**config.mk**
```make
export PLATFORM = sky130hd
export DESIGN_NAME = pdag_top
export DESIGN_NICKNAME = d
export VERILOG_FILES = /design/src/hdl/pdag_pkg.sv /design/src/hdl/pdag_calc_if.sv /design/src/hdl/pdag_calc.sv /design/src/hdl/pdag_top.sv
export VERILOG_INCLUDE_DIRS = /design/src /design/src/hdl
export SDC_FILE = /design/constraint.sdc
export NUM_CORES = 1
export LEC_CHECK = 0
export ABC_AREA = 1
export BUFFER_PORTS_ARGS = -buffer_cell sky130_fd_sc_hd__buf_2
export CORE_MARGIN = 2
export CORE_UTILIZATION = 25
export DETAILED_ROUTE_END_ITERATION = 7
export MAX_ROUTING_LAYER = met4
export PLACE_DENSITY = 0.55
export SLEW_MARGIN = 20
export SYNTH_ARGS = -nofsm -noshare
export SYNTH_HDL_FRONTEND = slang
export SYNTH_SLANG_ARGS = --single-unit
```
**constraint.sdc**
```tcl
create_clock -name mclk -period 3.75 [get_ports mclk]
set_input_delay 0.1875 -clock mclk [delete_from_list [all_inputs] [get_ports mclk]]
set_output_delay 0.1875 -clock mclk [all_outputs]
set_load 0.005 [all_outputs]
```
**src/hdl/pdag_regs.svh**
```systemverilog
// constants of the paged data address generator
`ifndef PDAG_REGS_SVH
`define PDAG_REGS_SVH

// ==========================================================
// widths
`define PDAG_PAGE_W 10
`define PDAG_ADDR_W 16
`define PDAG_WIN_BIT 15

// ==========================================================
// page codes at space boundaries
`define PDAG_PG_ZERO 10'h000
`define PDAG_PG_FIRST 10'h001
`define PDAG_PG_XDS_LAST 10'h1ff
`define PDAG_PG_LSW_FIRST 10'h200
`define PDAG_PG_LSW_LAST 10'h2ff
`define PDAG_PG_MSB_FIRST 10'h300
`define PDAG_PG_MSB_LAST 10'h3ff
`define PDAG_PG_PROG_BIT 9

// ==========================================================
// reset values
`define PDAG_RD_PAGE_RST 10'h001
`define PDAG_WR_PAGE_RST 10'h001

`endif

```
**src/hdl/pdag_pkg.sv**
```systemverilog
// types of the paged data address generator
package pdag_pkg;
   // addressing mode of one access
   typedef enum logic [2:0] {
      AM_PLAIN,
      AM_PRE,
      AM_POST,
      AM_OFFSET,
      AM_MODULO,
      AM_BITREV
   } pdag_mode_t;

   typedef logic [9:0] pdag_page_t;
   typedef logic [15:0] pdag_addr_t;
endpackage : pdag_pkg

```
**src/hdl/pdag_calc_if.sv**
```systemverilog
// carrier between the page register file and the address calculator
`timescale 1ns/10ps
interface pdag_calc_if;
   import pdag_pkg::*;
   pdag_page_t selected_data_page;
   pdag_addr_t base_addr;
   pdag_addr_t delta;
   pdag_mode_t mode;
   logic is_write;
   pdag_page_t next_page;
   pdag_addr_t access_addr;
   pdag_addr_t pointer_addr;
   logic ovf;
   logic unf;
   logic addr_err;

   modport owner (
      output selected_data_page, base_addr, delta, mode, is_write,
      input next_page, access_addr, pointer_addr, ovf, unf, addr_err
   );
   modport calc (
      input selected_data_page, base_addr, delta, mode, is_write,
      output next_page, access_addr, pointer_addr, ovf, unf, addr_err
   );
endinterface : pdag_calc_if

```
**src/hdl/pdag_calc.sv**
```systemverilog
// combinational effective address and page correction
`timescale 1ns/10ps
`include "pdag_regs.svh"
module pdag_calc
   import pdag_pkg::*;
(
   // request and result
   pdag_calc_if.calc c
);
   logic [15:0] sum;
   logic [15:0] delta_eff;
   logic paged;
   logic crossed;
   logic walk;
   logic wrapm;
   pdag_addr_t mod_addr;
   pdag_page_t pg;

   // ==========================================================
   // modification and boundary detection
   always_comb begin
      pg = c.selected_data_page;
      walk = (c.mode == AM_PRE) || (c.mode == AM_POST);
      wrapm = (c.mode == AM_OFFSET) || (c.mode == AM_MODULO) || (c.mode == AM_BITREV);
      delta_eff = (c.mode == AM_PLAIN) ? 16'h0000 : c.delta;
      sum = {1'b0, c.base_addr[14:0]} + delta_eff;
      paged = c.base_addr[`PDAG_WIN_BIT] && (pg != `PDAG_PG_ZERO);
      crossed = paged && sum[15] && (walk || wrapm);
      c.ovf = crossed && !delta_eff[15];
      c.unf = crossed && delta_eff[15];
      c.next_page = pg;
      mod_addr = {1'b0, sum[14:0]};
      if (!crossed) begin
         if (c.base_addr[`PDAG_WIN_BIT]) begin
            mod_addr = {1'b1, sum[14:0]};
         end else begin
            mod_addr = c.base_addr + delta_eff;
         end
      end else if (wrapm) begin
         mod_addr[`PDAG_WIN_BIT] = 1'b1;
      end else if (c.ovf) begin
         if (pg == `PDAG_PG_XDS_LAST || pg == `PDAG_PG_MSB_LAST) begin
            mod_addr[`PDAG_WIN_BIT] = 1'b0;
         end else if (!c.is_write && pg == `PDAG_PG_LSW_LAST) begin
            c.next_page = `PDAG_PG_MSB_FIRST;
            mod_addr[`PDAG_WIN_BIT] = 1'b1;
         end else begin
            c.next_page = pg + 10'h001;
            mod_addr[`PDAG_WIN_BIT] = 1'b1;
         end
      end else begin
         if (pg == `PDAG_PG_FIRST || pg == `PDAG_PG_LSW_FIRST) begin
            mod_addr[`PDAG_WIN_BIT] = 1'b0;
         end else if (!c.is_write && pg == `PDAG_PG_MSB_FIRST) begin
            c.next_page = `PDAG_PG_LSW_LAST;
            mod_addr[`PDAG_WIN_BIT] = 1'b1;
         end else begin
            c.next_page = pg - 10'h001;
            mod_addr[`PDAG_WIN_BIT] = 1'b1;
         end
      end
      // pre-modified and offset forms use the new address for the access
      if (c.mode == AM_PRE || c.mode == AM_OFFSET) begin
         c.access_addr = mod_addr;
      end else begin
         c.access_addr = c.base_addr;
      end
      // offset form leaves the pointer untouched
      if (c.mode == AM_OFFSET || c.mode == AM_PLAIN) begin
         c.pointer_addr = c.base_addr;
      end else begin
         c.pointer_addr = mod_addr;
      end
      c.addr_err = (c.base_addr[`PDAG_WIN_BIT] && pg == `PDAG_PG_ZERO)
         || (c.is_write && c.base_addr[`PDAG_WIN_BIT] && pg[`PDAG_PG_PROG_BIT]);
   end
endmodule : pdag_calc

```
**src/hdl/pdag_top.sv**
```systemverilog
// paged data address generator: page registers, access pipeline, checks
// Function
// - separate read and write page registers
// - page crossing clears address bit 15 first
// - crossing counts for every modified (non-plain) paged access
// - overflow increments page and sets bit 15
// - underflow decrements page and sets bit 15
// - offset/modulo/bit-reverse wrap within current page
// - read overflow at page 1FF keeps, clears bit
// - write overflow at page 1FF keeps, clears bit
// - read overflow 2FF advances to 300, bit set
// - read overflow at 3FF keeps, clears bit
// - read underflow at 001 or 200 keeps, clears
// - read underflow 300 steps to 2FF, bit set
// - cleared bit 15 lands in base space
// - paged access with page zero raises error
// - writing program space through write page errors
`timescale 1ns/10ps
`include "pdag_regs.svh"
module pdag_top
   import pdag_pkg::*;
(
   // clock, reset, enable
   input wire logic mclk,
   input wire logic rst,
   input wire logic ce,
   // page register load
   input wire logic page_load,
   input wire logic page_load_write,
   input wire pdag_page_t page_load_val,
   // access request
   input wire logic acc_valid,
   input wire logic acc_write,
   input wire pdag_mode_t acc_mode,
   input wire pdag_addr_t acc_addr,
   input wire pdag_addr_t acc_delta,
   // access result
   output logic out_valid_q,
   output pdag_addr_t effective_address_q,
   output pdag_page_t out_page_q,
   output pdag_addr_t pointer_addr_q,
   output logic extended_data_space_q,
   output logic program_space_window_q,
   output logic addr_err_q,
   // page registers
   output pdag_page_t data_read_page_q,
   output pdag_page_t data_write_page_q
);
   pdag_calc_if ci ();

   pdag_page_t data_read_page_d;
   pdag_page_t data_write_page_d;
   pdag_page_t selected_data_page;
   logic out_valid_d;
   pdag_addr_t effective_address_d;
   pdag_page_t out_page_d;
   pdag_addr_t pointer_addr_d;
   logic extended_data_space_d;
   logic program_space_window_d;
   logic addr_err_d;
   logic fire;

   // ==========================================================
   // calculator hookup
   assign selected_data_page = acc_write ? data_write_page_q : data_read_page_q;
   assign ci.selected_data_page = selected_data_page;
   assign ci.base_addr = acc_addr;
   assign ci.delta = acc_delta;
   assign ci.mode = acc_mode;
   assign ci.is_write = acc_write;
   assign fire = ce && acc_valid;

   pdag_calc u_calc (
      .c(ci.calc)
   );

   // ==========================================================
   // page registers
   always_comb begin
      data_read_page_d = data_read_page_q;
      data_write_page_d = data_write_page_q;
      if (page_load) begin
         if (page_load_write) begin
            data_write_page_d = page_load_val;
         end else begin
            data_read_page_d = page_load_val;
         end
      end
      // a page step by an access beats a load in the same cycle
      if (acc_valid && !ci.addr_err) begin
         if (acc_write) begin
            data_write_page_d = ci.next_page;
         end else begin
            data_read_page_d = ci.next_page;
         end
      end
   end

   always_ff @(posedge mclk) begin
      if (rst) begin
         data_read_page_q <= `PDAG_RD_PAGE_RST;
         data_write_page_q <= `PDAG_WR_PAGE_RST;
      end else if (ce) begin
         data_read_page_q <= data_read_page_d;
         data_write_page_q <= data_write_page_d;
      end
   end

   // ==========================================================
   // access result
   always_comb begin
      out_valid_d = acc_valid;
      effective_address_d = effective_address_q;
      out_page_d = out_page_q;
      pointer_addr_d = pointer_addr_q;
      extended_data_space_d = extended_data_space_q;
      program_space_window_d = program_space_window_q;
      addr_err_d = 1'b0;
      if (acc_valid) begin
         effective_address_d = ci.access_addr;
         pointer_addr_d = ci.pointer_addr;
         out_page_d = selected_data_page;
         // page of the access itself; post form uses the old page
         if (acc_mode == AM_PRE) begin
            out_page_d = ci.next_page;
         end
         extended_data_space_d = ci.access_addr[`PDAG_WIN_BIT]
            && !out_page_d[`PDAG_PG_PROG_BIT];
         program_space_window_d = ci.access_addr[`PDAG_WIN_BIT]
            && out_page_d[`PDAG_PG_PROG_BIT];
         addr_err_d = ci.addr_err;
      end
   end

   always_ff @(posedge mclk) begin
      if (rst) begin
         out_valid_q <= 1'b0;
         effective_address_q <= 16'h0000;
         out_page_q <= 10'h000;
         pointer_addr_q <= 16'h0000;
         extended_data_space_q <= 1'b0;
         program_space_window_q <= 1'b0;
         addr_err_q <= 1'b0;
      end else if (ce) begin
         out_valid_q <= out_valid_d;
         effective_address_q <= effective_address_d;
         out_page_q <= out_page_d;
         pointer_addr_q <= pointer_addr_d;
         extended_data_space_q <= extended_data_space_d;
         program_space_window_q <= program_space_window_d;
         addr_err_q <= addr_err_d;
      end
   end

   // ==========================================================
   // checks
   chk_read_write_split: assert property (@(posedge mclk) disable iff (rst)
      fire && acc_write && !page_load |=> data_read_page_q == $past(data_read_page_q))
      else $error("read page moved on a write access");

   chk_raw_clear: assert property (@(posedge mclk) disable iff (rst)
      fire && acc_mode == AM_POST && ci.ovf && !acc_write
      && data_read_page_q == `PDAG_PG_XDS_LAST
      |=> !pointer_addr_q[15]
      && pointer_addr_q[14:0] == 15'($past(acc_addr) + $past(acc_delta)))
      else $error("raw crossing result wrong");

   chk_offset_nowalk: assert property (@(posedge mclk) disable iff (rst)
      fire && acc_mode == AM_OFFSET && !page_load && !acc_write
      |=> data_read_page_q == $past(data_read_page_q))
      else $error("offset access moved the page");

   chk_ovf_general: assert property (@(posedge mclk) disable iff (rst)
      fire && !acc_write && ci.ovf && acc_mode == AM_PRE
      && data_read_page_q < `PDAG_PG_XDS_LAST && !ci.addr_err
      |=> data_read_page_q == $past(data_read_page_q) + 10'h001 && pointer_addr_q[15])
      else $error("overflow did not step page up");

   chk_unf_general: assert property (@(posedge mclk) disable iff (rst)
      fire && acc_write && ci.unf && acc_mode == AM_POST
      && data_write_page_q > `PDAG_PG_FIRST && !ci.addr_err
      |=> data_write_page_q == $past(data_write_page_q) - 10'h001 && pointer_addr_q[15])
      else $error("underflow did not step page down");

   chk_wrap_modes: assert property (@(posedge mclk) disable iff (rst)
      fire && (acc_mode == AM_MODULO || acc_mode == AM_BITREV) && (ci.ovf || ci.unf)
      && !acc_write && !page_load
      |=> pointer_addr_q[15] && data_read_page_q == $past(data_read_page_q))
      else $error("wrap mode changed page or bit");

   chk_read_xds_end: assert property (@(posedge mclk) disable iff (rst)
      fire && !acc_write && ci.ovf && acc_mode == AM_POST
      && data_read_page_q == `PDAG_PG_XDS_LAST
      |=> data_read_page_q == `PDAG_PG_XDS_LAST && !pointer_addr_q[15])
      else $error("read overflow at last extended page");

   chk_write_xds_end: assert property (@(posedge mclk) disable iff (rst)
      fire && acc_write && ci.ovf && acc_mode == AM_PRE
      && data_write_page_q == `PDAG_PG_XDS_LAST
      |=> data_write_page_q == `PDAG_PG_XDS_LAST && !effective_address_q[15])
      else $error("write overflow at last extended page");

   chk_lsw_to_msb: assert property (@(posedge mclk) disable iff (rst)
      fire && !acc_write && ci.ovf && acc_mode == AM_PRE
      && data_read_page_q == `PDAG_PG_LSW_LAST
      |=> data_read_page_q == `PDAG_PG_MSB_FIRST && program_space_window_q
      && out_page_q == `PDAG_PG_MSB_FIRST)
      else $error("lsw to msb step wrong");

   chk_msb_end: assert property (@(posedge mclk) disable iff (rst)
      fire && !acc_write && ci.ovf && acc_mode == AM_POST
      && data_read_page_q == `PDAG_PG_MSB_LAST
      |=> data_read_page_q == `PDAG_PG_MSB_LAST && !pointer_addr_q[15])
      else $error("read overflow at last msb page");

   chk_unf_first: assert property (@(posedge mclk) disable iff (rst)
      fire && !acc_write && ci.unf && acc_mode == AM_PRE
      && (data_read_page_q == `PDAG_PG_FIRST || data_read_page_q == `PDAG_PG_LSW_FIRST)
      |=> data_read_page_q == $past(data_read_page_q) && !effective_address_q[15]
      && !extended_data_space_q && !program_space_window_q)
      else $error("underflow at first page wrong");

   chk_msb_to_lsw: assert property (@(posedge mclk) disable iff (rst)
      fire && !acc_write && ci.unf && acc_mode == AM_POST
      && data_read_page_q == `PDAG_PG_MSB_FIRST
      |=> data_read_page_q == `PDAG_PG_LSW_LAST && pointer_addr_q[15])
      else $error("msb to lsw step wrong");

   chk_page_zero_err: assert property (@(posedge mclk) disable iff (rst)
      fire && acc_addr[15] && selected_data_page == `PDAG_PG_ZERO
      |=> addr_err_q && out_valid_q ##1 (!addr_err_q || $past(fire) || !$past(ce)))
      else $error("page zero access not flagged");

   chk_prog_write_err: assert property (@(posedge mclk) disable iff (rst)
      fire && acc_write && acc_addr[15] && data_write_page_q[9] && !page_load
      |=> addr_err_q && data_write_page_q == $past(data_write_page_q))
      else $error("program space write not flagged");

   chk_carry_source: assert property (@(posedge mclk) disable iff (rst)
      fire && acc_addr[15] && selected_data_page != `PDAG_PG_ZERO && acc_mode == AM_POST
      && !acc_delta[15] && ({1'b0, acc_addr[14:0]} + acc_delta) < 16'h8000 |-> !ci.ovf)
      else $error("crossing without carry");

   chk_freeze: assert property (@(posedge mclk) disable iff (rst)
      !ce |=> $stable(data_read_page_q) && $stable(data_write_page_q) && $stable(out_valid_q))
      else $error("state moved with enable low");

   chk_write_page_hold: assert property (@(posedge mclk) disable iff (rst)
      fire && !acc_write && !page_load |=> data_write_page_q == $past(data_write_page_q))
      else $error("write page moved on a read access");

   chk_post_read_page: assert property (@(posedge mclk) disable iff (rst)
      fire && !acc_write && acc_mode == AM_POST |=> out_page_q == $past(data_read_page_q))
      else $error("read access did not use the read page");

   chk_post_write_page: assert property (@(posedge mclk) disable iff (rst)
      fire && acc_write && acc_mode == AM_POST |=> out_page_q == $past(data_write_page_q))
      else $error("write access did not use the write page");

   chk_raw_clear_pre: assert property (@(posedge mclk) disable iff (rst)
      fire && acc_mode == AM_PRE && ci.ovf && !acc_write
      && data_read_page_q == `PDAG_PG_MSB_LAST
      |=> !effective_address_q[15]
      && effective_address_q[14:0] == 15'($past(acc_addr) + $past(acc_delta)))
      else $error("raw crossing address wrong");

   chk_offset_wrap: assert property (@(posedge mclk) disable iff (rst)
      fire && acc_mode == AM_OFFSET && (ci.ovf || ci.unf)
      |=> effective_address_q[15] && pointer_addr_q == $past(acc_addr))
      else $error("offset crossing did not wrap");

   chk_ovf_write_step: assert property (@(posedge mclk) disable iff (rst)
      fire && acc_write && ci.ovf && acc_mode == AM_POST
      && data_write_page_q < `PDAG_PG_XDS_LAST && !ci.addr_err
      |=> data_write_page_q == $past(data_write_page_q) + 10'h001 && pointer_addr_q[15])
      else $error("write overflow did not step page up");

   chk_unf_read_step: assert property (@(posedge mclk) disable iff (rst)
      fire && !acc_write && ci.unf && acc_mode == AM_PRE
      && data_read_page_q > `PDAG_PG_FIRST && data_read_page_q < `PDAG_PG_LSW_FIRST
      |=> data_read_page_q == $past(data_read_page_q) - 10'h001 && effective_address_q[15])
      else $error("read underflow did not step page down");

   chk_lsw_msb_post: assert property (@(posedge mclk) disable iff (rst)
      fire && !acc_write && ci.ovf && acc_mode == AM_POST
      && data_read_page_q == `PDAG_PG_LSW_LAST
      |=> data_read_page_q == `PDAG_PG_MSB_FIRST && pointer_addr_q[15]
      && out_page_q == `PDAG_PG_LSW_LAST)
      else $error("post increment lsw to msb step wrong");

   chk_unf_first_post: assert property (@(posedge mclk) disable iff (rst)
      fire && !acc_write && ci.unf && acc_mode == AM_POST
      && (data_read_page_q == `PDAG_PG_FIRST || data_read_page_q == `PDAG_PG_LSW_FIRST)
      |=> data_read_page_q == $past(data_read_page_q) && !pointer_addr_q[15])
      else $error("post decrement at first page wrong");

   chk_msb_lsw_pre: assert property (@(posedge mclk) disable iff (rst)
      fire && !acc_write && ci.unf && acc_mode == AM_PRE
      && data_read_page_q == `PDAG_PG_MSB_FIRST
      |=> data_read_page_q == `PDAG_PG_LSW_LAST && effective_address_q[15]
      && out_page_q == `PDAG_PG_LSW_LAST)
      else $error("pre decrement msb to lsw step wrong");

   chk_base_space: assert property (@(posedge mclk) disable iff (rst)
      fire && !acc_write && ci.ovf && acc_mode == AM_PRE
      && (data_read_page_q == `PDAG_PG_XDS_LAST || data_read_page_q == `PDAG_PG_MSB_LAST)
      |=> !extended_data_space_q && !program_space_window_q)
      else $error("cleared bit 15 left the base space");

   chk_page_zero_hold: assert property (@(posedge mclk) disable iff (rst)
      fire && acc_addr[15] && selected_data_page == `PDAG_PG_ZERO && !page_load
      |=> data_read_page_q == $past(data_read_page_q)
      && data_write_page_q == $past(data_write_page_q))
      else $error("page zero access moved a page");

   chk_prog_read_ok: assert property (@(posedge mclk) disable iff (rst)
      fire && !acc_write && acc_addr[15] && data_read_page_q[`PDAG_PG_PROG_BIT]
      && acc_mode == AM_POST |=> !addr_err_q && program_space_window_q)
      else $error("program space read trapped");

   chk_carry_set: assert property (@(posedge mclk) disable iff (rst)
      fire && acc_addr[15] && selected_data_page != `PDAG_PG_ZERO && acc_mode == AM_PRE
      && !acc_delta[15] && ({1'b0, acc_addr[14:0]} + acc_delta) > 16'h7fff |-> ci.ovf)
      else $error("carry without crossing");

   chk_valid_follow: assert property (@(posedge mclk) disable iff (rst)
      fire |=> out_valid_q)
      else $error("accepted access gave no result");

   chk_idle_quiet: assert property (@(posedge mclk) disable iff (rst)
      ce && !acc_valid |=> !out_valid_q && !addr_err_q)
      else $error("result shown without an access");
endmodule : pdag_top

```
==> results.md, run 1 <==
* Die W at 148.4 µm
* Crit-path leading delay family: simple AND/OR/NAND/NOR gates
* Hold crit path type: in2reg
* Number of global-route vias before repair at 5391
* Clk buf depth at 2
* Die H at 148.4 µm
* Post-route clock skew at 6.948 ps
* FF+latch count, synth at 66
* Final hold vios at 0
* Buffers on Ports at 117
* Max-cap violations at 0
* Sequential fraction of the synthesis area at 25.34%
* Status: finished clean
* Core area at 20360 µm²
* P_leak at 3.041 nW
* Vias per Instance at 4.727
* Worst Setup End Kind: flop
* Clock Latency Late Sink at 340 ps
* CP bufs+invs at 3
* Critical setup path kind: in2reg
* Initial antenna violation count at 2
* Final period utilization at 75.16%
* Starting DRC count in detailed routing at 300
* Worst path slowest cell: nor2_4
* RSZ-0062 raised after global routing: false
* First-pass GRT wire length at 28640 µm
* Final Setup Violations at 0
* Final Critical Period at 2819 ps
* Post-DP Area at 6042 µm²
* Area Growth Syn to Fin at 21.69%
* Final instance area at 6346 µm²
* Fin util at 31.16%
* Hold WS at 168.5 ps
* Fmax at 354.8 MHz
* CP max FO at 17
* FP Rows at 52
* Data required, critical path at 4020 ps
* Final slew viol count at 0
* DP Worst Slack at 607.1 ps
* Resized Gates After CTS at 0
* PwrDens at 361.4 nW/µm²
* Die area at 22030 µm²
* Mapped Cells at 843
* CTS tree: yes
* Unique masters post-synth at 41
* Cell Chain, Critical Path: buf_2 -> nor3_2 -> buf_4 -> nor2_1 -> ha_1 -> nand3_1 -> nand3_1 -> nand2_1 -> nand2_1 -> nand2_1 -> nand2_1 -> nand2_1 -> nor2_4 -> inv_2 -> nand2_1 -> nand2_1 -> nand2_2 -> nand3_2 -> nand2_1 -> nand2_1 -> a21oi_2
* Total Power at 2.293 mW
* Total gr overflow at 0
* Initial Util at 25.61%
* Synth top area share at 25.34%
* Cts hold-fix bufs at 0
* Area leader, netlist: dfxtp_1
* Post-route antenna net violation count at 0
* Post-synth EDFFs at 0
* Startpoint Class: input port
* Clk pin slew, worst setup/hold paths at 50 ps
* Nets@finish at 1017
* Share of layout cells above drive strength 1 at 21.98%
* Top FF cell, synth: dfxtp_1
* CTS H-tree lvls at 3
* Routed via count at 5781
* Warning count from the yosys run at 0
* Commonest cells post-synth: 268 x nand2_1, 110 x a21oi_1, 76 x inv_1
* Most used cell, CP: nand2_1
* Aggregate negative setup slack at 0 ps
* Detailed Routing Iterations Pass 1 at 5
* Syn Nets at 914
* Drc violations at 0
* Maximum vdd drop at 199.5 µV
* Pin count of the biggest net entering global routing at 57
* Top-count cell post-synth: nand2_1
* Wire length per cell at 14.86 µm
* Worst Path Arrival at 3090 ps
* Post-synth ARST share at 0%
* Overall Global Routing Usage at 16.96%
* Total Routed Length at 18170 µm
* # placed instances at 1205
* Clock root cell: clkbuf_16
* Fin cells at 1223
* Setup slack after layout at 931.4 ps
* Worst path max stage delay at 360 ps
* Netlist Area Pre-Place at 5215 µm²
* Slew @ Worst Pin at 933.9 ps
* Ports at 118
* Post-CTS Setup Inserts at 0
* Top post-synthesis cells by area: dfxtp_1 25%, nand2_1 19%, a21oi_1 11%
* Relative slew slack at 37.67%
* GP Congestion at 0.9421
* Avg Inst Size Synth at 6.186 µm²
* CTS sink cnt at 66
* Dpl hpwl at 13760 µm
* Num CTS Buffers at 9
routing by layer:
metal / routed length, µm / up-vias / GRT usage (%)
met1: 8438 / 2610 / 21.42
met4: 267 / 0 / 4.333
met2: 8415 / 179 / 27.50
met3: 1049 / 20 / 3.834
li1: - / 2972 / -
met5: 0 / - / -
flip-flops by register name, indices dropped and copies added, names as in the netlist:
signal,count
out_valid_q,1
effective_address_q,16
pointer_addr_q,16
data_write_page_q,10
data_read_page_q,10
addr_err_q,1
extended_data_space_q,1
program_space_window_q,1
out_page_q,10
report_power, final:
part	internal (mW)	switching, mW	total, mW
combinational	0.232	0.413	0.645
clock	0.551	0.319	0.870
sequential	0.748	0.0304	0.778
path summary, 6_finish.rpt:
| check | to | cells past startpoint | startpoint | slack (ps) |
|---|---|---|---|---|
| setup / recovery | extended_data_space_q | 21 | acc_mode[1] | 930 |
| hold / removal | effective_address_q[2] | 3 | acc_addr[2] | 170 |
| setup reg to reg | out_page_q[7] | 14 | data_read_page_q[1] | 1200 |
| hold reg to reg | pointer_addr_q[12] | 2 | pointer_addr_q[12] | 460 |
cell usage in the layout, fill, tap and decap left out, types with 2 or more instances in the layout:
cell | synthesis | final
a21o_1 | 2 | 2
a21oi_1 | 110 | 110
a21oi_2 | 7 | 7
a31oi_1 | 2 | 2
buf_2 | 2 | 117
buf_4 | 2 | 11
clkbuf_1 | 27 | 3
clkbuf_16 | 0 | 9
clkbuf_8 | 0 | 2
clkinv_1 | 4 | 4
dfxtp_1 | 66 | 66
diode_2 | 0 | 2
ha_1 | 18 | 18
inv_1 | 76 | 76
inv_2 | 7 | 7
nand2_1 | 268 | 267
nand2_2 | 17 | 18
nand2_4 | 5 | 5
nand3_1 | 71 | 71
nand3_2 | 7 | 7
nand4_1 | 6 | 6
nor2_1 | 38 | 37
nor2_2 | 4 | 5
nor2_4 | 4 | 4
o211ai_1 | 20 | 20
o21ai_0 | 35 | 35
o21ai_1 | 8 | 8
o21ai_2 | 7 | 7
o21bai_1 | 2 | 2
or2_2 | 3 | 3
xnor2_1 | 6 | 6
xor2_1 | 5 | 5
kinds of logic (layout without fill, tap and decap cells):
family,after synthesis,after routing,synth area share (%)
and+or+nand+nor,428,428,36.85
adders and majority gates,19,19,4.703
muxes,1,1,0.1919
buffers and inverters,123,231,9.789
other,0,2,0
xor gates and xnor gates,11,11,1.847
DFF,66,66,25.34
AOI/OAI and AO/OA,195,195,21.28
tightest hold or removal path, cell delays in order:
cell	delay, ps
buf_2	110
a21oi_1	60
a21oi_1	110
final cells by class:
class | count | area (µm²)
fill | 2289 | 14020
multi-input combinational | 654 | 3388
sequential | 66 | 1321
timing repair buffer | 128 | 668.1
tap | 270 | 337.8
inverter | 87 | 326.6
clock buffer | 14 | 264.0
clock inverter | 2 | 35.03
antenna | 2 | 5.005
No activity file was read; power rests on OpenSTA's default activity.
==> run 2, diff against run 1 <==
Clock period 3.75 ns to 2.7 ns, I/O delays scaled along.
==> run 2 against run 1 <==
  * Count of clock-buffer cells in the layout is 2 lower
  * Die area unchanged
  * Via count grew 4.2%
  * Clock power increased by 40%
  * Sequential share of layout area fell by 1.2 points
  * Core utilization up 1.8 points
  * Hold slack got worse by 64 ps
  * Critical path depth is 3 lower
  * Critical path type unchanged
  * Largest cell class unchanged
==> results.md, run 2 (same netlist as run 1, synthesis figures left out) <==
* Buffers on Ports at 117
* Number of global-route vias before repair at 5688
* GP Congestion at 0.9391
* Detailed Routing Iterations Pass 1 at 5
* Post-route clock skew at 7.989 ps
* Wire length per cell at 14.51 µm
* Critical setup path kind: in2reg
* Nets@finish at 1064
* Most frequent cells in the layout: 267 x nand2_1, 117 x buf_2, 110 x a21oi_1
* Clk pin slew, worst setup/hold paths at 60 ps
* Post-route antenna net violation count at 0
* Initial antenna violation count at 2
* Clock Latency Late Sink at 340 ps
* Share of layout cells above drive strength 1 at 25.95%
* Maximum vdd drop at 242.8 µV
* Vias per Instance at 4.744
* PwrDens at 489.1 nW/µm²
* CP max FO at 17
* Final instance area at 6721 µm²
* Die W at 148.4 µm
* Worst path slowest cell: o21ai_1
* Largest regs: effective_address_q: 16 flops, pointer_addr_q: 16 flops
* Initial Util at 25.61%
* Cell Chain, Critical Path: buf_2 -> nor3_2 -> buf_12 -> nor2_1 -> ha_1 -> buf_4 -> a21oi_1 -> nand2_1 -> a21oi_1 -> nand2_1 -> nand2_1 -> nand2_1 -> nand2_2 -> a21oi_1 -> o21ai_1 -> nand2_1 -> nand2_1 -> a21oi_1
* Post-CTS Setup Inserts at 0
* Core area at 20360 µm²
* R2r startpoint: data_read_page_q[1]
* Hold path depth at 3
* Data required, critical path at 2910 ps
* Fmax at 410.8 MHz
* Max-cap violations at 0
* RR Endpoint: extended_data_space_q
* Area Growth Syn to Fin at 28.89%
* RSZ-0062 raised after global routing: false
* Setup slack after layout at 265.5 ps
* CP bufs+invs at 3
* DP Worst Slack at -68.76 ps
* Dpl hpwl at 14260 µm
* Relative slew slack at 58.66%
* CTS tree: yes
* Fin cells at 1270
* # placed instances at 1252
* Num CTS Buffers at 9
* FP Rows at 52
* Startpoint Class: input port
* Overall Global Routing Usage at 17.26%
* Status: finished clean
* CTS sink cnt at 66
* Final hold vios at 0
* Drc violations at 0
* Hold EP: pointer_addr_q[4]
* Final Critical Period at 2435 ps
* Final Setup Violations at 0
* Worst Setup End Kind: flop
* Most common cell after layout, fill and taps aside: nand2_1
* Final period utilization at 90.17%
* Die area at 22030 µm²
* Hold WS at 104.8 ps
* Crit-path leading delay family: simple AND/OR/NAND/NOR gates
* Final slew viol count at 0
* Total Routed Length at 18430 µm
* Die H at 148.4 µm
* Worst path max stage delay at 360 ps
* Ports at 118
* Slew @ Worst Pin at 618.7 ps
* Flop-to-flop setup slack at 300 ps
* Post-DP Area at 6407 µm²
* Clock root cell: clkbuf_16
* Fin util at 33.01%
* Starting DRC count in detailed routing at 421
* Total gr overflow at 0
* Clk buf depth at 2
* CTS H-tree lvls at 3
* P_leak at 3.269 nW
* Worst Reg-to-Reg Cells at 16
* First-pass GRT wire length at 29480 µm
* Routed via count at 6025
* Hold crit path type: in2reg
* Most used cell, CP: nand2_1
* Pin count of the biggest net entering global routing at 43
* Hold path start: acc_addr[4]
* Worst Path Arrival at 2650 ps
## run 2: cell types whose count changed in the layout (fill, tap and decap cells not counted)
| cell | change |
|---|---|
| buf_4 | +46 |
| clkbuf_1 | -2 |
| clkinvlp_4 | +2 |
| buf_12 | +1 |
| nor2_1 | -1 |
| nor2_2 | +1 |
## run 2: repair_timing
item                                    4_1_cts  5_1_grt
endpoints found under the setup margin        0        8
gates resized for setup                       0        1
hold buffers                                  0        0
## run 2: worst max path at each step
stage	from	cells after the start	slack, ps	to
global route	acc_mode[1]	18	40	out_page_q[8]
global placement	acc_mode[1]	18	-70	data_write_page_q[8]
floorplan	acc_mode[2]	19	20	effective_address_q[15]
finish	acc_mode[1]	18	270	out_page_q[8]
CTS	data_read_page_q[1]	16	190	extended_data_space_q
detailed placement	acc_mode[1]	18	-70	out_page_q[8]
## run 2: power by group
group | internal [mW] | total, mW | switching, mW
registers | 1.04 | 1.08 | 0.0434
clock network | 0.764 | 1.22 | 0.459
logic | 0.393 | 0.983 | 0.590
## run 2: stage by stage
step / setup TNS [ps] / power (mW)
2_1_floorplan: 0 / 1.714
3_3_place_gp: -168.3 / 2.084
3_5_place_dp: -191.8 / 2.084
4_1_cts: 0 / 3.329
5_1_grt: 0 / 3.485
6_report: 0 / 3.288
## run 2: cell type report
type,instances,area [µm²]
diodes,2,5.005
clock buffers,12,256.5
clock inverters,4,50.05
fillers,2271,13640
inverters,87,326.6
multi-input cells,654,3391
flip-flops and latches,66,1321
well taps,270,337.8
repair buffers,175,1033
## run 2: worst min-delay path, delay by kind of cell
kind                   cells  cell delay, ps
AOI/OAI and AO/OA          2             170
buffers and inverters      1             110
## run 2: routing by layer
metal,wire length [µm],vias up,track usage (%)
li1,-,3075,-
met1,8528,2730,22.26
met2,8486,194,27.78
met3,1142,26,3.528
met4,274,0,4.286
met5,0,-,-
==> run 3, diff against run 2 <==
Settings changed: ABC_AREA 1 to not set, GPL_TIMING_DRIVEN set to 0.
==> run 3 against run 2 <==
  * Combinational power grew 16%
  * Worst setup slack lost 210 ps
  * Non-clock buffer count grew 24
  * Sequential power is essentially flat
  * Register-to-register slack lost 210 ps
  * Sequential share of layout area shrank 0.80 points
  * Global-route usage grew 2.2 points
  * Final cell count shrank 14%
  * Critical path type unchanged
==> results.md, run 3 <==
* Netlist Area Pre-Place at 4942 µm²
* Unique masters post-synth at 80
* Area leader, netlist: dfxtp_1
* Flop-to-flop setup slack at 90 ps
* Total Power at 3.327 mW
* Share of layout cells above drive strength 1 at 35.34%
* Nets@finish at 898
* Setup crit start: acc_mode[2]
* RR Endpoint: out_page_q[7]
* Data required, critical path at 2970 ps
* Overall Global Routing Usage at 19.42%
* Fin util at 36.23%
* Final Setup Violations at 0
* Final Critical Period at 2647 ps
* Wire length per cell at 18.66 µm
* Relative slew slack at 44.89%
* Warning count from the yosys run at 0
* PwrDens at 471.7 nW/µm²
* P_leak at 2.790 nW
* Syn Nets at 725
* Clk pin slew, worst setup/hold paths at 60 ps
* Hold EP: effective_address_q[3]
* FP Rows at 51
* Num CTS Buffers at 9
* Ports at 118
* Fmax at 377.8 MHz
* Worst Path Arrival at 2920 ps
* Pin count of the biggest net entering global routing at 13
* Routed via count at 5805
* Initial antenna violation count at 0
* Largest regs: effective_address_q: 16 flops, pointer_addr_q: 16 flops
* Vias per Instance at 5.292
* Hold path depth at 3
* Max-cap violations at 0
* Cts hold-fix bufs at 0
* CTS tree: yes
* Detailed Routing Iterations Pass 1 at 5
* Top-count cell post-synth: nand2_1
* First-pass GRT wire length at 30050 µm
* Maximum vdd drop at 295.8 µV
* Commonest cells post-synth: 78 x nand2_1, 66 x a21oi_1, 66 x dfxtp_1
* Int Power at 2.146 mW
* Comb power frac at 34.3%
* Dpl hpwl at 15210 µm
* Hold crit path type: in2reg
* NetSw at 1.180 mW
* Clock root cell: clkbuf_16
* Critical setup path kind: in2reg
* Core area at 19460 µm²
* Synth top area share at 26.73%
* Switching part of the total at 35.48%
* Most frequent cells in the layout: 114 x buf_2, 76 x nand2_1, 63 x dfxtp_1
* Number of global-route vias before repair at 5325
* Clock power frac at 32.6%
* GP Congestion at 0.9552
* CTS sink cnt at 66
* CP max FO at 6
* Total Routed Length at 20470 µm
* Status: finished clean
* Slew @ Worst Pin at 823.6 ps
* Mapped Cells at 654
* Final period utilization at 98.04%
* Post-route antenna net violation count at 0
* Diode count at 0
* Starting DRC count in detailed routing at 426
* Initial Util at 25.39%
* Post-synth ARST share at 0%
* Worst Reg-to-Reg Cells at 10
* Clock Latency Late Sink at 340 ps
* Post-route clock skew at 6.744 ps
* R2r startpoint: data_read_page_q[1]
* Drc violations at 0
* Clk buf depth at 2
* Top FF cell, synth: dfxtp_1
* Die H at 144.6 µm
* Total gr overflow at 0
* Top post-synthesis cells by area: dfxtp_1 27%, a21oi_1 6.7%, nand2_1 5.9%
* Setup slack after layout at 53.04 ps
* Worst Setup End Kind: flop
* FF+latch count, synth at 66
* Post-synth EDFFs at 0
* RSZ-0062 raised after global routing: true
* Sequential share of power at 33.1%
* Most common cell after layout, fill and taps aside: buf_2
* Hold path start: acc_addr[3]
* Die area at 20910 µm²
* Buffers on Ports at 114
* Final slew viol count at 0
* DP Worst Slack at -998.3 ps
* Area Growth Syn to Fin at 42.68%
* Final hold vios at 0
* Sequential fraction of the synthesis area at 26.73%
* CTS H-tree lvls at 3
* Avg Inst Size Synth at 7.557 µm²
* Startpoint Class: input port
* Die W at 144.6 µm
run 3: changes by cell type after synthesis, sizes merged, moves of 9 or more:
cell and change:
nor2 +13, a31oi +14, mux2i +12, a311oi +11
inv -77, o211ai -9, nor3 +14, nor2b +21
a21oi -44, nand2 -212, nand3 -61, a211oi +11
run 3: cell type report:
type                       count  area (µm²)
clock inverter                 7       46.29
buffer                        36       200.2
timing repair buffer         163        1011
sequential                    66        1330
clock buffer                   9       225.2
multi-input combinational    544        3881
inverter                       7       26.28
tap                          265       331.6
fill                        2038       12410
run 3: cells by family (layout without fill, tap and decap cells):
| group | Yosys count | count (layout) | synth area share [%] |
|---|---|---|---|
| DFF | 66 | 66 | 26.73 |
| and+or+nand+nor | 254 | 254 | 25.75 |
| AOI/OAI and AO/OA | 234 | 235 | 31.42 |
| buffers and inverters | 45 | 222 | 3.797 |
| muxes | 21 | 21 | 4.684 |
| adders and majority gates | 19 | 19 | 4.962 |
| xor gates and xnor gates | 15 | 15 | 2.658 |
run 3: worst max-delay path by stage:
stage | cells after the start | endpoint
3_5_place_dp | 12 | program_space_window_q
3_3_place_gp | 12 | program_space_window_q
5_1_grt | 14 | data_write_page_q[2]
4_1_cts | 14 | data_read_page_q[4]
6_report | 15 | data_write_page_q[2]
2_1_floorplan | 13 | out_page_q[6]
run 3: power groups by stage:
| stage | logic (mW) | clock network, mW | registers (mW) |
|---|---|---|---|
| 2_1_floorplan | 0.606 | 0 | 1.11 |
| 3_3_place_gp | 0.908 | 0 | 1.12 |
| 3_5_place_dp | 0.909 | 0 | 1.12 |
| 4_1_cts | 0.981 | 1.11 | 1.10 |
| 5_1_grt | 1.24 | 1.14 | 1.11 |
| 6_report | 1.14 | 1.08 | 1.10 |
run 3: through the flow:
stage	setup TNS (ps)	cell area [µm²]	std cells	hold slack, ps
floorplan	-2122	5040	654	288.5
global route	-354.3	7052	1097	92.81
finish	0	7052	1097	93.24
CTS	0	6511	1066	76.56
global placement	-33340	5942	1033	438.6
detailed placement	-33390	5942	1033	441.1
run 3: worst max-delay path, stage by stage:
cell	delay, ps
clkbuf_16	130
nor3_4	170
buf_6	160
buf_8	130
nor2b_4	40
ha_4	230
or4_4	560
o21ai_4	110
nor2_4	70
a21oi_4	210
and3_4	240
buf_8	110
nor2_1	40
a311o_1	410
a21oi_1	150
run 3: metal layers:
metal	track usage [%]	wire, µm	share of wire [%]	vias up
met5	-	0	0	-
met4	5.825	433	2.1	0
met3	3.808	1543	7.5	39
met2	30.08	9297	45	245
met1	25.65	9194	45	2726
li1	-	-	-	2795
run 3: repair_timing:
| action | in CTS | in global routing |
|---|---|---|
| pin swaps | 12 | 42 |
| buffers inserted | 18 | 31 |
| cloned | 0 | 2 |
| setup endpoints to repair | 41 | 38 |
| resized for setup | 26 | 68 |
